$ cat src/include/hcp_pkg.sv
`default_nettype none
// ==========================================================================
// host cpu port shared definitions
package hcp_pkg;
  // bus widths
  localparam int ADDR_W = 11;
  localparam int DATA_W = 8;
  // serial frame layout: one read/write bit, address msb first, then data
  localparam int SPI_CMD_BITS = 1 + ADDR_W;
  localparam int SPI_ALL_BITS = SPI_CMD_BITS + DATA_W;
  localparam logic [4:0] SPI_CMD_CNT = 5'h0c;
  localparam logic [4:0] SPI_ALL_CNT = 5'h14;
  localparam logic SPI_READ_BIT = 1'b1;
  // level encodings of the mode pins
  localparam logic STYLE_DIR_STROBE = 1'b0;
  localparam logic STYLE_SPLIT_STROBE = 1'b1;
  localparam logic MODE_PARALLEL = 1'b0;
  localparam logic MODE_SERIAL = 1'b1;
  localparam logic DIR_READ = 1'b1;
  // reset values
  localparam logic [DATA_W-1:0] DATA_RST = 8'h00;
  localparam logic [4:0] CNT_RST = 5'h00;

  // pin bundle after synchronisation
  typedef struct packed {
    logic chipSelN;
    logic strobeN;
    logic rwSdi;
    logic portMode;
    logic styleSel;
    logic [ADDR_W-1:0] addr;
    logic [DATA_W-1:0] data;
  } hcp_pins_t;
  localparam int PIN_W = $bits(hcp_pins_t);

  // register access request toward the register file
  typedef struct packed {
    logic we;
    logic re;
    logic [ADDR_W-1:0] addr;
    logic [DATA_W-1:0] wdata;
  } hcp_req_t;

  // parallel access states
  typedef enum logic [1:0] {
    PP_IDLE,
    PP_READ,
    PP_WRITE,
    PP_DONE
  } hcp_pstate_t;
endpackage
`default_nettype wire

$ cat src/rtl/hcp_host_port.sv
// Summary of operation
// interrupt pin is open drain, low only
// interrupt low while unmasked indication pending
// select low enables port, high ignored
// host raises select once after power-up
// fresh select fall per access
// parallel address picks the register
// host grounds address pins in serial
// data bus writes in, driven on reads
// serial reply leaves on data bit zero
// style pin picks strobe style in parallel
// style pin ignored in serial mode
// direction high reads, low writes
// split style: shared pin is write strobe
// serial: shared pin shifts command in
// mode pin: low parallel, high serial
// strobe pin: data or read strobe
// sample rising clock, update falling clock
// data bus undriven except during reads
`default_nettype none
module hcp_host_port
  import hcp_pkg::*;
(
  input wire logic clk,
  input wire logic nrst,
  input wire logic chipSelN,
  input wire logic transfer_strobe_n,
  input wire logic rwWrSerialCmdIn,
  input wire logic serial_port_mode_sel,
  input wire logic parallel_style_sel,
  input wire logic [hcp_pkg::ADDR_W-1:0] addrIn,
  input wire logic [hcp_pkg::DATA_W-1:0] dataIn,
  output logic [hcp_pkg::DATA_W-1:0] dataOut,
  output logic [hcp_pkg::DATA_W-1:0] dataOe,
  output hcp_pkg::hcp_req_t regReq,
  input wire logic [hcp_pkg::DATA_W-1:0] regRdData,
  input wire logic irqPending,
  output logic intOut,
  output logic intOe,
  output logic testModeActive
);
  import hcp_pkg::*;

  // ========================================================================
  // pin synchronisation
  hcp_pins_t pinsAsync; // raw pin bundle
  hcp_pins_t pins; // synchronised bundle
  hcp_pins_t prev_q; // previous synchronised bundle
  logic [PIN_W-1:0] pinsVec; // flat synchronised bundle

  assign pinsAsync = '{chipSelN: chipSelN, strobeN: transfer_strobe_n,
                       rwSdi: rwWrSerialCmdIn, portMode: serial_port_mode_sel,
                       styleSel: parallel_style_sel, addr: addrIn,
                       data: dataIn};

  hcp_sync #(
    .WIDTH(PIN_W)
  ) uSync (
    .clk(clk),
    .nrst(nrst),
    .async(pinsAsync),
    .synced(pinsVec)
  );
  assign pins = hcp_pins_t'(pinsVec);

  // history register for edge detection
  always_ff @(posedge clk or negedge nrst) begin
    if (!nrst) begin
      prev_q <= '0; // matches synchroniser reset, no false edge
    end else begin
      prev_q <= pins;
    end
  end

  // ========================================================================
  // edge and mode decode
  logic selected; // port enabled
  logic strobeFall; // strobe or read strobe asserted
  logic strobeRise; // strobe or read strobe released
  logic wrRise; // split style write strobe released
  logic sclkRise; // serial clock rising
  logic sclkFall; // serial clock falling
  logic serialMode; // port in serial mode
  logic splitStyle; // split strobe style

  assign selected = !pins.chipSelN;
  assign serialMode = (pins.portMode == MODE_SERIAL);
  assign splitStyle = (pins.styleSel == STYLE_SPLIT_STROBE);
  assign strobeFall = prev_q.strobeN && !pins.strobeN;
  assign strobeRise = !prev_q.strobeN && pins.strobeN;
  assign wrRise = !prev_q.rwSdi && pins.rwSdi;
  assign sclkRise = !prev_q.strobeN && pins.strobeN;
  assign sclkFall = prev_q.strobeN && !pins.strobeN;

  // ========================================================================
  // test mode clear on first select high
  logic testMode_q; // internal test mode latched from reset
  logic testMode_d;

  // next test mode value
  always_comb begin
    testMode_d = testMode_q;
    if (pins.chipSelN) begin
      testMode_d = 1'b0;
    end
  end

  // test mode register
  always_ff @(posedge clk or negedge nrst) begin
    if (!nrst) begin
      testMode_q <= 1'b1;
    end else begin
      testMode_q <= testMode_d;
    end
  end
  assign testModeActive = testMode_q;

  // ========================================================================
  // parallel access engine
  hcp_pstate_t pState_q; // parallel access state
  hcp_pstate_t pState_d;
  logic [DATA_W-1:0] rdData_q; // parallel read data
  logic [DATA_W-1:0] rdData_d;
  logic rdDrive_q; // data bus drive enable
  logic rdDrive_d;
  hcp_req_t pReq; // parallel request, one cycle pulses
  logic captureRd_q; // read strobe issued last cycle
  logic captureRd_d;

  // next parallel state
  always_comb begin
    pState_d = pState_q;
    rdData_d = rdData_q;
    captureRd_d = 1'b0;
    pReq = '{we: 1'b0, re: 1'b0, addr: pins.addr, wdata: pins.data};
    if (!selected || serialMode) begin
      pState_d = PP_IDLE;
    end else begin
      case (pState_q)
        PP_IDLE: begin
          // idle only follows select high, so every access is fresh
          if (strobeFall && (splitStyle || pins.rwSdi == DIR_READ)) begin
            pState_d = PP_READ;
            pReq.re = 1'b1;
            captureRd_d = 1'b1;
          end else if (strobeFall) begin
            pState_d = PP_WRITE;
          end else if (splitStyle && !pins.rwSdi) begin
            pState_d = PP_WRITE;
          end
        end
        PP_READ: begin
          if (strobeRise) begin
            pState_d = PP_DONE;
          end
        end
        PP_WRITE: begin
          // data latched on trailing edge of the strobe in use
          if ((splitStyle && wrRise) || (!splitStyle && strobeRise)) begin
            pReq.we = 1'b1;
            pState_d = PP_DONE;
          end
        end
        PP_DONE: begin
          pState_d = PP_DONE;
        end
        default: begin
          pState_d = PP_IDLE;
        end
      endcase
    end
    if (captureRd_q) begin
      rdData_d = regRdData;
    end
  end

  // drive only while a read is running under select
  always_comb begin
    rdDrive_d = 1'b0;
    if (pState_d == PP_READ && selected && !serialMode) begin
      rdDrive_d = 1'b1;
    end
  end

  // parallel registers
  always_ff @(posedge clk or negedge nrst) begin
    if (!nrst) begin
      pState_q <= PP_IDLE;
      rdData_q <= DATA_RST;
      rdDrive_q <= 1'b0;
      captureRd_q <= 1'b0;
    end else begin
      pState_q <= pState_d;
      rdData_q <= rdData_d;
      rdDrive_q <= rdDrive_d;
      captureRd_q <= captureRd_d;
    end
  end

  // ========================================================================
  // serial access engine
  logic [4:0] bitCnt_q; // serial bits received this frame
  logic [4:0] bitCnt_d;
  logic [SPI_ALL_BITS-1:0] shiftIn_q; // serial command shift register
  logic [SPI_ALL_BITS-1:0] shiftIn_d;
  logic [DATA_W-1:0] shiftOut_q; // serial reply shift register
  logic [DATA_W-1:0] shiftOut_d;
  logic serial_reply_out_q; // serial reply bit on data bit zero
  logic serial_reply_out_d;
  logic loadReply_q; // reply load pending
  logic loadReply_d;
  logic replyLive_q; // reply shifting in progress
  logic replyLive_d;
  hcp_req_t sReq; // serial request

  // next serial values
  always_comb begin
    bitCnt_d = bitCnt_q;
    shiftIn_d = shiftIn_q;
    shiftOut_d = shiftOut_q;
    serial_reply_out_d = serial_reply_out_q;
    loadReply_d = 1'b0;
    replyLive_d = replyLive_q;
    sReq = '{we: 1'b0, re: 1'b0, addr: shiftIn_q[ADDR_W-1:0],
             wdata: shiftIn_q[DATA_W-1:0]};
    if (!selected || !serialMode) begin
      bitCnt_d = CNT_RST;
      replyLive_d = 1'b0;
    end else begin
      if (sclkRise && bitCnt_q < SPI_ALL_CNT) begin
        // style pin plays no part here
        shiftIn_d = {shiftIn_q[SPI_ALL_BITS-2:0], pins.rwSdi};
        bitCnt_d = bitCnt_q + 5'h01;
      end
      if (bitCnt_q == SPI_CMD_CNT && prev_q != pins && sclkRise == 1'b0
          && loadReply_q == 1'b0 && replyLive_q == 1'b0
          && shiftIn_q[SPI_CMD_BITS-1] == SPI_READ_BIT) begin
        // address complete: fetch the register
        sReq.re = 1'b1;
        sReq.addr = shiftIn_q[ADDR_W-1:0];
        loadReply_d = 1'b1;
      end
      if (loadReply_q) begin
        // msb goes out at once, the rest on the following falls
        serial_reply_out_d = regRdData[DATA_W-1];
        shiftOut_d = {regRdData[DATA_W-2:0], 1'b0};
        replyLive_d = 1'b1;
      end
      if (sclkFall && replyLive_q) begin
        serial_reply_out_d = shiftOut_q[DATA_W-1];
        shiftOut_d = {shiftOut_q[DATA_W-2:0], 1'b0};
      end
      if (sclkRise && bitCnt_q == SPI_ALL_CNT - 5'h01
          && shiftIn_q[SPI_ALL_BITS-2] != SPI_READ_BIT) begin
        // final data bit: commit the write
        sReq.we = 1'b1;
        sReq.addr = shiftIn_q[SPI_ALL_BITS-3 -: ADDR_W];
        sReq.wdata = {shiftIn_q[DATA_W-2:0], pins.rwSdi};
      end
    end
  end

  // serial registers
  always_ff @(posedge clk or negedge nrst) begin
    if (!nrst) begin
      bitCnt_q <= CNT_RST;
      shiftIn_q <= '0;
      shiftOut_q <= DATA_RST;
      serial_reply_out_q <= 1'b0;
      loadReply_q <= 1'b0;
      replyLive_q <= 1'b0;
    end else begin
      bitCnt_q <= bitCnt_d;
      shiftIn_q <= shiftIn_d;
      shiftOut_q <= shiftOut_d;
      serial_reply_out_q <= serial_reply_out_d;
      loadReply_q <= loadReply_d;
      replyLive_q <= replyLive_d;
    end
  end

  // ========================================================================
  // outputs
  // request mux by port mode
  assign regReq = serialMode ? sReq : pReq;

  // data bus: parallel read data or serial reply on bit zero
  always_comb begin
    dataOut = rdData_q;
    dataOe = {DATA_W{rdDrive_q}};
    if (serialMode) begin
      dataOut = {{(DATA_W-1){1'b0}}, serial_reply_out_q};
      dataOe = {{(DATA_W-1){1'b0}}, selected && replyLive_q};
    end
  end

  // open drain interrupt: pull low only
  assign intOut = 1'b0;
  assign intOe = irqPending;
endmodule
`default_nettype wire

$ cat src/rtl/hcp_sync.sv
`default_nettype none
// ==========================================================================
// two flip-flop synchroniser, one stage pair per bit
module hcp_sync #(
  parameter int WIDTH = 1
) (
  input wire logic clk,
  input wire logic nrst,
  input wire logic [WIDTH-1:0] async,
  output logic [WIDTH-1:0] synced
);
  logic [WIDTH-1:0] meta_q; // first stage, read only by second stage
  logic [WIDTH-1:0] sync_q; // second stage

  genvar i;
  generate
    for (i = 0; i < WIDTH; i++) begin : g_bit
      // per bit double register
      always_ff @(posedge clk or negedge nrst) begin
        if (!nrst) begin
          meta_q[i] <= 1'b0;
          sync_q[i] <= 1'b0;
        end else begin
          meta_q[i] <= async[i];
          sync_q[i] <= meta_q[i];
        end
      end
    end
  endgenerate

  assign synced = sync_q;
endmodule
`default_nettype wire

$ cat config.mk
export PLATFORM = sky130hd
export DESIGN_NAME = hcp_host_port
export DESIGN_NICKNAME = d
export VERILOG_FILES = /design/src/include/hcp_pkg.sv /design/src/rtl/hcp_host_port.sv /design/src/rtl/hcp_sync.sv
export SDC_FILE = /design/constraint.sdc
export NUM_CORES = 1
export LEC_CHECK = 0
export BUFFER_PORTS_ARGS = -buffer_cell sky130_fd_sc_hd__buf_4
export CORE_MARGIN = 1.5
export CORE_UTILIZATION = 30
export CTS_CLUSTER_SIZE = 24
export DETAILED_ROUTE_END_ITERATION = 10
export PLACE_DENSITY = 0.5
export SYNTH_ARGS = -nofsm -noshare
export SYNTH_HDL_FRONTEND = slang
export SYNTH_SLANG_ARGS = --single-unit
$ cat constraint.sdc
create_clock -name clk -period 3.3 [get_ports clk]
set_clock_uncertainty 0.05 [all_clocks]
set_input_delay 0.495 -clock clk [delete_from_list [all_inputs] [get_ports clk]]
set_output_delay 0.495 -clock clk [all_outputs]
set_load 0.05 [all_outputs]
==> results of run 1 <==
## stage by stage
| step | cell area (um^2) | hold slack [ns] | total power (uW) | cells |
|---|---|---|---|---|
| 2_1_floorplan | 4660 | 0.149 | 1980 | 351 |
| 3_3_place_gp | 5300 | 0.282 | 2160 | 591 |
| 3_5_place_dp | 5300 | 0.285 | 2170 | 591 |
| 4_1_cts | 5920 | 0.120 | 4060 | 623 |
| 5_1_grt | 5930 | 0.112 | 4180 | 623 |
| 6_report | 5930 | 0.141 | 4000 | 623 |
## Yosys cell counts, types with 2 or more instances
| cell type | count |
|---|---|
| sky130_fd_sc_hd__mux2i_1 | 26 |
| sky130_fd_sc_hd__nand4_1 | 4 |
| sky130_fd_sc_hd__mux2_2 | 29 |
| sky130_fd_sc_hd__xor2_1 | 6 |
| sky130_fd_sc_hd__and2b_2 | 2 |
| sky130_fd_sc_hd__dfrtp_1 | 118 |
| sky130_fd_sc_hd__nor2_1 | 36 |
| sky130_fd_sc_hd__buf_4 | 9 |
| sky130_fd_sc_hd__xnor2_1 | 20 |
| sky130_fd_sc_hd__clkbuf_1 | 8 |
| sky130_fd_sc_hd__o21ai_0 | 2 |
| sky130_fd_sc_hd__nor2b_1 | 8 |
| sky130_fd_sc_hd__nand2_1 | 8 |
| sky130_fd_sc_hd__nor3_1 | 5 |
| sky130_fd_sc_hd__inv_1 | 5 |
| sky130_fd_sc_hd__nand3_1 | 6 |
| sky130_fd_sc_hd__ha_1 | 5 |
| sky130_fd_sc_hd__buf_12 | 2 |
| sky130_fd_sc_hd__a21oi_1 | 31 |
| sky130_fd_sc_hd__buf_6 | 3 |
## layout make-up
| type | count | share of cell area |
|---|---|---|
| Sequential cell | 119 | 0.502 |
| Multi-Input combinational cell | 204 | 0.253 |
| Timing Repair Buffer | 76 | 0.0987 |
| Clock buffer | 24 | 0.0879 |
| Tap cell | 188 | 0.0396 |
| Clock inverter | 7 | 0.0152 |
| Inverter | 5 | 0.00316 |
## state kept, by name, summed over array words and instances (netlist names), 2 cells and up
register      count
prev_q           24
uSync.meta_q     24
uSync.synced     24
shiftIn_q        19
rdData_q          8
shiftOut_q        7
bitCnt_q          5
pState_q          2
## layer usage
metal,wire (um),vias up,track usage
met4,155,0,0.0595
met5,0,-,0
met1,4150,1395,0.156
met3,396,16,0.0415
met2,4640,70,0.202
li1,-,1337,-
## power groups by stage
stage / sequential (uW) / clock, uW / combinational [uW]
2_1_floorplan: 1630 / 0 / 352
3_3_place_gp: 1650 / 0 / 511
3_5_place_dp: 1650 / 0 / 516
4_1_cts: 1630 / 1910 / 520
5_1_grt: 1640 / 1990 / 547
6_report: 1630 / 1860 / 509
## critical path, cell delays in order, from the launching register on
cell and delay (ns):
sky130_fd_sc_hd__dfrtp_1 0.47, sky130_fd_sc_hd__ha_1 0.32, sky130_fd_sc_hd__nand2_1 0.06, sky130_fd_sc_hd__or4_1 0.56, sky130_fd_sc_hd__nor4_4 0.39, sky130_fd_sc_hd__a21oi_1 0.14
sky130_fd_sc_hd__buf_4 0.21
## cell families after synthesis
group | Yosys count | synth area share
flip-flops | 119 | 0.639
AND/OR/NAND/NOR | 79 | 0.0862
multiplexers | 55 | 0.126
AO/OA/AOI/OAI | 38 | 0.0435
buffers and inverters | 28 | 0.0419
XOR/XNOR | 26 | 0.0489
adder cells (fa/ha/maj) | 5 | 0.0134
other | 1 | 0.000805
## path summary, 6_finish.rpt
kind,startpoint,endpoint,slack (ns),depth (start not counted)
worst max-delay path,uSync.synced[21],regReq[19],0.20,6
worst min-delay path,serial_port_mode_sel,uSync.meta_q[20],0.14,1
worst max register to register,uSync.synced[20],shiftIn_q[13],1.12,4
worst min register to register,uSync.meta_q[18],uSync.synced[18],0.30,0
max in group asynchronous,nrst,uSync.synced[18],1.89,3
min in group asynchronous,nrst,shiftOut_q[6],0.53,2
## what timing repair did
| action | 4_1_cts | 5_1_grt |
|---|---|---|
| endpoints found under the setup margin | 1 | 5 |
| hold buffers | 1 | 0 |
| resized for setup | 1 | 2 |
| setup buffers | 0 | 0 |
| hold endpoints to repair | 30 | 0 |
| cloned | 0 | 0 |
==> metrics, run 1 <==
status finished, final reports clean; normalized max-slew margin 0.432; global placer's final weighted congestion about 0.75; net switching power of the design 1010 uW; area growth from synthesis to layout 27.4%; Warnings, synthesis 0; crit path kind flop to output port; ranking of synthesized cells by area sky130_fd_sc_hd__dfrtp_1 (63%), sky130_fd_sc_hd__mux2_2 (7.0%), sky130_fd_sc_hd__mux2i_1 (5.6%), sky130_fd_sc_hd__xnor2_1 (3.8%), sky130_fd_sc_hd__a21oi_1 (3.3%); synthesis-stage register bit count around 120; drt pass-1 iters 6; cell at the root of the clock tree sky130_fd_sc_hd__clkbuf_16; count of final max-slew check failures 0; maximum buffer depth of the clock tree 2; number of rows in the core area 45; static leakage 0.00285 uW; Storage cell area slightly below 3000 um^2; fill cell count roughly 1500; post-synthesis cell count approximately 350; I/O Pins 75; maximum clock rate around 0.32 GHz; sequential fraction of the synthesis area 0.639; portion of total power attributed to the clock network 0.466; DIE HEIGHT about 130 um; total wire length 9340 um; Detail Route Antenna Nets 0; sinks on the clock net between 100 and 150; final clock period utilization by the worst path 0.939; number of DRC markers after the initial detailed-route iteration 90; biggest area consumer among synthesized cells sky130_fd_sc_hd__dfrtp_1; Power Density 674 nW/um^2; Critical Path Source Type flop; cell area after synthesis roughly 4700 um^2; pin count of the biggest net entering global routing 56; Synth Flop Type sky130_fd_sc_hd__dfrtp_1; antenna violations before repair 0; starting density of the core 0.307; Max Cap Violations 0; DR DRC count 0; commonest cells after routing, fill and taps aside sky130_fd_sc_hd__dfrtp_1 (117), sky130_fd_sc_hd__buf_4 (74), sky130_fd_sc_hd__nor2_1 (36); global-route wire length before repair about 15000 um; post-detailed-route wirelength per cell about 15 um; area enclosed by the die boundary approximately 16000 um^2; share of the core filled with cells 0.390; Pint ~3000 uW; clock buffer count from CTS 17; number of nets in the final layout ~460; time the final worst path needs with I/O delays and setup ~3.1 ns; clock slew at reported path FFs around 0.050 ns; Logic pwr share 0.127; clock latency on the worst-skew pair between 0.4 and 0.5 ns; unrepaired setup endpoints after global routing false; CTS tree done; count of different cell masters after synthesis 38; number of diodes added for antenna fixing 0; die boundary width 128 um; proportion of register bits with asynchronous set or reset after synthesis 1.00; Worst Tran Pin Value 0.849 ns; kind of end point of the critical path output port; layout cell share with drive strength beyond 1 0.331; CTS H-Tree Depth 4; vias in the first global route 2921; data required time at the worst endpoint approximately 2.8 ns; maximum fanout encountered on the critical timing path 6; total negative setup slack 0 ns; post-synth net total just under 400; peak supply drop 334 uV; IO Port Bufs 71; Post-synth EDFFs 0; Tightest Hold Check Type primary input to flop; total gr overflow 0; overall fraction of global-route tracks in use 0.127; slack of the critical path 0.200 ns; DP Wirelength ~6400 um; final hold vios 0; pre-CTS worst setup slack approximately 0.30 ns; Synth Area per Inst 13.3 um^2; total number of vias ~2800; arrival time worst endpoint between 2 and 3 ns; share of total power in sequential cells 0.407; total area of multi-input combinational cells 1500 um^2; average via count per standard cell between 4 and 5; most common library cell in the layout ignoring fill and taps sky130_fd_sc_hd__dfrtp_1; switching power share of the total 0.252; area share of the leading cell type in the synthesized netlist 0.634; # setup viols final 0; area of the core region between 15000 and 20000 um^2
Power figures use the tool's default switching activity.
==> run 2: changes to the inputs <==
- CORE_UTILIZATION: 30 -> 56
- PLACE_DENSITY: 0.5 -> 0.81
- REMOVE_ABC_BUFFERS: default -> 1
- clock period: 3.3 -> 3.37 ns (I/O delays scaled with it)
==> run 2 against run 1 <==
  * Worst setup slack improved by 0.0023 ns
  * Non-clock buffer count down 3
  * Register-to-register slack better by 0.03 ns
  * Flip-flop and latch count unchanged
  * Core utilization is 32 points higher
  * Critical path depth unchanged
  * Wire length is 4.8% lower
  * Cell count shrank 14%
  * Die area is 46% lower
  * Combinational power shrank 2%
  * Hold slack got worse by 0.12 ns
  * Largest cell class unchanged
==> metrics, run 2 (same netlist as run 1, synthesis figures left out) <==
status finished, final reports clean; arrival time worst endpoint 2.61 ns (+0.06 ns); CTS tree done; starting density of the core 0.573 (+0.266); kind of end point of the critical path output port; maximum fanout encountered on the critical timing path 6 (unchanged); time the final worst path needs with I/O delays and setup ~3.2 ns; number of DRC markers after the initial detailed-route iteration 115 (+28%); IO Port Bufs 71 (unchanged); CTS H-Tree Depth 4 (unchanged); peak supply drop 505 uV (+51%); total wire length 8890 um (-4.8%); Worst Tran Pin Value 0.866 ns (+0.0167 ns); net switching power of the design 1030 uW (+1.8%); post-detailed-route wirelength per cell 16.5 um (+10%); total negative setup slack 0 ns (unchanged); DP Wirelength 5650 um (-12%); clock buffer count from CTS 17 (unchanged); Tightest Hold Check Type primary input to asynchronous set/reset pin; global-route wire length before repair 14300 um (-7.3%); number of nets in the final layout 460 (-0.65%); clock slew at reported path FFs 0.06 ns (about the same); clock latency on the worst-skew pair 0.50 ns (+0.09 ns); commonest cells after routing, fill and taps aside sky130_fd_sc_hd__dfrtp_1 (117), sky130_fd_sc_hd__buf_4 (72), sky130_fd_sc_hd__nor2_1 (36); unrepaired setup endpoints after global routing false; layout cell share with drive strength beyond 1 0.326 (-0.00540); share of total power in sequential cells 0.417 (+0.010); pin count of the biggest net entering global routing 62 (+11%); # hold bufs at CTS 0 (-1); data required time at the worst endpoint 2.81 ns (+0.06 ns); number of diodes added for antenna fixing 0 (unchanged); portion of total power attributed to the clock network 0.453 (-0.013); total number of vias 2841 (+0.82%); Pint 2810 uW (-6.0%); final clock period utilization by the worst path 0.940; count of final max-slew check failures 0 (unchanged); static leakage 0.00280 uW (-1.8%); final hold vios 0 (unchanged); average via count per standard cell 5.28 (+17%); Power Density 666 nW/um^2 (-1.3%); total gr overflow 0 (unchanged); antenna violations before repair 0 (unchanged); DIE HEIGHT 94.2 um (-26%); I/O Pins 75 (unchanged); Critical Path Source Type flop; area enclosed by the die boundary 8880 um^2 (-46%); number of rows in the core area 33 (-27%); normalized max-slew margin 0.421 (-0.0112); overall fraction of global-route tracks in use 0.220 (+0.0932); global placer's final weighted congestion 0.799 (+6.4%); Detail Route Antenna Nets 0 (unchanged); buffers inserted by post-CTS timing repair 0 (unchanged); area of the core region 8130 um^2 (-46%); Logic pwr share 0.129 (+0.002); DR DRC count 0 (unchanged); drt pass-1 iters 4 (-2); Max Cap Violations 0 (unchanged); maximum buffer depth of the clock tree 2 (unchanged); maximum clock rate 0.316 GHz; cell at the root of the clock tree sky130_fd_sc_hd__clkbuf_8; most common library cell in the layout ignoring fill and taps sky130_fd_sc_hd__dfrtp_1; vias in the first global route 2968 (+1.6%); crit path kind flop to output port; # setup viols final 0 (unchanged); area of placed instances 5180 um^2 (-2.2%); switching power share of the total 0.267 (+0.0155); post-layout instance area 5770 um^2 (-2.8%); die boundary width 94.2 um (-26%); area growth from synthesis to layout 23.8%; sinks on the clock net 119 (unchanged)
[run 2: changes by cell type in the layout (fill, tap and decap cells not counted), sizes merged]
cell,previous run,this run
dlygate4sd3,1,0
inv,5,9
buf,75,73
clkinvlp,2,4
clkinv,3,2
clkbuf,24,20
[run 2: repair_timing]
| action | in CTS | in global routing |
|---|---|---|
| hold endpoints to repair | 0 | 0 |
| resized for setup | 0 | 1 |
| endpoints found under the setup margin | 0 | 4 |
[run 2: power by group through the flow]
stage | clock network [uW] | logic, uW | registers (uW)
after floorplan | 0 | 325 | 1600
after global placement | 0 | 485 | 1620
after detailed placement | 0 | 495 | 1620
after CTS | 1770 | 502 | 1600
after global routing | 1840 | 534 | 1610
final | 1740 | 497 | 1600
[run 2: critical path: stages, from the launching register on]
cell	delay (ns)
sky130_fd_sc_hd__dfrtp_1	0.43
sky130_fd_sc_hd__ha_1	0.30
sky130_fd_sc_hd__nand2_1	0.04
sky130_fd_sc_hd__or4_1	0.49
sky130_fd_sc_hd__nor4_1	0.51
sky130_fd_sc_hd__a21oi_1	0.13
sky130_fd_sc_hd__buf_4	0.22
[run 2: final cells by class]
class	count	area, um^2
Sequential cell	119	2980
Multi-Input combinational cell	204	1490
Fill cell	539	2370
Timing Repair Buffer	73	561
Inverter	5	18.8
Tap cell	105	131
Clock buffer	20	445
Clock inverter	12	143
[run 2: final timing paths]
path | from | to | slack (ns) | cells past startpoint
setup / recovery | uSync.synced[21] | regReq[19] | 0.20 | 6
hold / removal | nrst | uSync.meta_q[4] | 0.02 | 1
setup reg to reg | uSync.synced[20] | shiftIn_q[5] | 1.15 | 4
hold reg to reg | uSync.meta_q[9] | uSync.synced[9] | 0.29 | 0
max in group asynchronous | nrst | uSync.synced[20] | 2.46 | 2
min in group clk | addrIn[5] | uSync.meta_q[13] | 0.06 | 1
[run 2: metrics by stage]
step	power [uW]	util	hold slack, ns	cells	setup WS (ns)
3_3_place_gp	2100	0.636	0.281	506	0.700
4_1_cts	3870	0.709	0.0363	538	0.112
5_1_grt	3990	0.709	0.0247	538	0.0762
3_5_place_dp	2120	0.636	0.285	506	0.668
6_report	3840	0.709	0.0243	538	0.203
2_1_floorplan	1930	-	0.160	328	-3.24
[run 2: routing by layer]
metal  vias to the layer above  global-route usage  wire, um
met5                         -                   0         0
met4                         0              0.0846       134
li1                       1329                   -         -
met2                        71               0.364      4670
met1                      1431               0.266      3750
met3                        10              0.0736       330
==> run 3: changes to the inputs <==
- GPL_TIMING_DRIVEN: default -> 0
==> run 3 against run 2 <==
  * Count of clock-buffer cells in the layout decreased by 2
  * Clock power about the same
  * Design area up 0.95%
  * Critical path depth did not move
  * Combinational power increased by 0.8%
  * First-iteration DRC count rose by 3.5%
  * Sequential share of layout area down 0.45 points
  * Worst setup slack worse by 0.079 ns
==> metrics, run 3 (same netlist as run 1, synthesis figures left out) <==
status finished, final reports clean; arrival time worst endpoint 2.69 ns (+0.08 ns); number of nets in the final layout 462 (+0.43%); portion of total power attributed to the clock network 0.456 (+0.003); layout cell share with drive strength beyond 1 0.329 (+0.00310); IO Port Bufs 71 (unchanged); normalized max-slew margin 0.439 (+0.0177); time the final worst path needs with I/O delays and setup 3.25 ns (+0.0788 ns); kind of end point of the critical path output port; net switching power of the design 1050 uW (+2.6%); maximum clock rate 0.308 GHz (-2.4%); total area of multi-input combinational cells 1490 um^2 (unchanged); worst stage delay on the critical path 0.50 ns (about the same); DIE HEIGHT 94.2 um (unchanged); unrepaired setup endpoints after global routing true; Critical Path Source Type flop; commonest cells after routing, fill and taps aside sky130_fd_sc_hd__dfrtp_1 (117), sky130_fd_sc_hd__buf_4 (70), sky130_fd_sc_hd__nor2_1 (36); Storage cell area 2980 um^2 (about the same); final hold vios 0 (unchanged); starting density of the core 0.573 (unchanged); Logic pwr share 0.130 (about the same); total wire length 8580 um (-3.5%); average via count per standard cell 5.28 (about the same); clock slew at reported path FFs 0.06 ns (about the same); Tightest Hold Check Type primary input to flop; sinks on the clock net 119 (unchanged); total number of vias 2852 (+0.39%); fill cell count 538 (-0.19%); count of final max-slew check failures 0 (unchanged); critical path cell sequence ha_1, nand2_1, or4_1, nor4_1, a21oi_1, buf_4; maximum buffer depth of the clock tree 2 (unchanged); global-route wire length before repair 14200 um (-0.63%); static leakage 0.00283 uW (+1.3%); CTS H-Tree Depth 4 (unchanged); vias in the first global route 2941 (-0.91%); Detail Route Antenna Nets 0 (unchanged); total gr overflow 0 (unchanged); area of the core region 8130 um^2 (unchanged); Slowest cell on crit path sky130_fd_sc_hd__or4_1; DR DRC count 0 (unchanged); most common library cell in the layout ignoring fill and taps sky130_fd_sc_hd__dfrtp_1; Worst Tran Pin Value 0.839 ns (-0.0264 ns); post-layout instance area 5820 um^2 (+0.95%); number of rows in the core area 33 (unchanged); data required time at the worst endpoint 2.81 ns (about the same); # setup viols final 0 (unchanged); cell at the root of the clock tree sky130_fd_sc_hd__clkbuf_8; area of placed instances 5150 um^2 (-0.53%); switching power share of the total 0.273 (+0.00564); I/O Pins 75 (unchanged); final clock period utilization by the worst path 0.963 (+0.0234); clock latency on the worst-skew pair 0.51 ns (about the same); share of total power in sequential cells 0.414 (-0.003); pin count of the biggest net entering global routing 120 (+94%); maximum fanout encountered on the critical timing path 6 (unchanged); Pint 2810 uW (-0.25%); pre-CTS worst setup slack 0.243 ns (-0.425 ns); DP Wirelength 5130 um (-9.2%); peak supply drop 451 uV (-11%); number of diodes added for antenna fixing 0 (unchanged); drt pass-1 iters 4 (unchanged); area enclosed by the die boundary 8880 um^2 (unchanged); overall fraction of global-route tracks in use 0.217 (-0.00250); area growth from synthesis to layout 24.9%; Power Density 663 nW/um^2 (-0.43%); crit path kind flop to output port; number of DRC markers after the initial detailed-route iteration 119 (+3.5%); die boundary width 94.2 um (unchanged); CTS tree done; total negative setup slack 0 ns (unchanged); slack of the critical path 0.124 ns (-0.0788 ns); Max Cap Violations 0 (unchanged); antenna violations before repair 0 (unchanged); post-detailed-route wirelength per cell 15.9 um (-3.9%); clock buffer count from CTS 17 (unchanged); global placer's final weighted congestion 0.846 (+5.9%)
-- run 3: cell count changes in the layout (fill, tap and decap cells not counted), moves of 2 or more --
cell and change:
sky130_fd_sc_hd__buf_16 +2, sky130_fd_sc_hd__buf_6 +2, sky130_fd_sc_hd__buf_4 -2, sky130_fd_sc_hd__clkinvlp_4 -3
sky130_fd_sc_hd__inv_6 +3
-- run 3: final timing paths --
kind / from / endpoint / slack [ns] / cells after the start
max in group asynchronous: nrst / testModeActive / 2.16 / 3
worst max register to register: uSync.synced[21] / loadReply_q / 1.26 / 5
worst min-delay path: dataIn[4] / uSync.meta_q[4] / 0.05 / 1
worst max-delay path: uSync.synced[21] / regReq[19] / 0.12 / 6
worst min register to register: uSync.meta_q[12] / uSync.synced[12] / 0.30 / 0
min in group asynchronous: nrst / uSync.meta_q[4] / 0.37 / 2
-- run 3: area by class of cell --
type,instances,area share
flip-flops and latches,119,0.512
multi-input cells,204,0.256
repair buffers,75,0.105
clock buffers,18,0.0735
clock inverters,14,0.0275
well taps,105,0.0226
inverters,5,0.00322
-- run 3: layer usage --
metal,global-route usage,share of wire
met1,0.273,0.44
met4,0.0796,0.014
met5,0,0
met2,0.349,0.51
met3,0.0752,0.040
-- run 3: what timing repair did --
item                                    4_1_cts  5_1_grt
hold buffers                                  0        1
setup buffers                                 2        0
resized for setup                             0        2
hold endpoints to repair                      0       28
endpoints found under the setup margin       20       19
-- run 3: per-stage QoR --
step	util	instances	hold slack, ns	total power [uW]
global placement	0.633	504	0.281	2090
finish	0.716	540	0.0461	3860
floorplan	-	328	0.160	1930
detailed placement	0.633	504	0.285	2110
CTS	0.710	538	0.0311	3890
global route	0.716	540	0.0177	4010
-- run 3: worst max-delay path: cells and delay by family (launching register included) --
family / cells / cell delay [ns]
adder cells (fa/ha/maj): 1 / 0.30
flip-flops: 1 / 0.43
buffers and inverters: 1 / 0.23
AND/OR/NAND/NOR: 3 / 1.05
AO/OA/AOI/OAI: 1 / 0.17
-- run 3: power by group through the flow --
| stage | clock, uW | combinational (uW) | sequential, uW |
|---|---|---|---|
| after detailed placement | 0 | 483 | 1630 |
| after floorplan | 0 | 325 | 1600 |
| after global routing | 1860 | 538 | 1610 |
| after global placement | 0 | 474 | 1620 |
| after CTS | 1790 | 500 | 1600 |
| final | 1760 | 501 | 1600 |
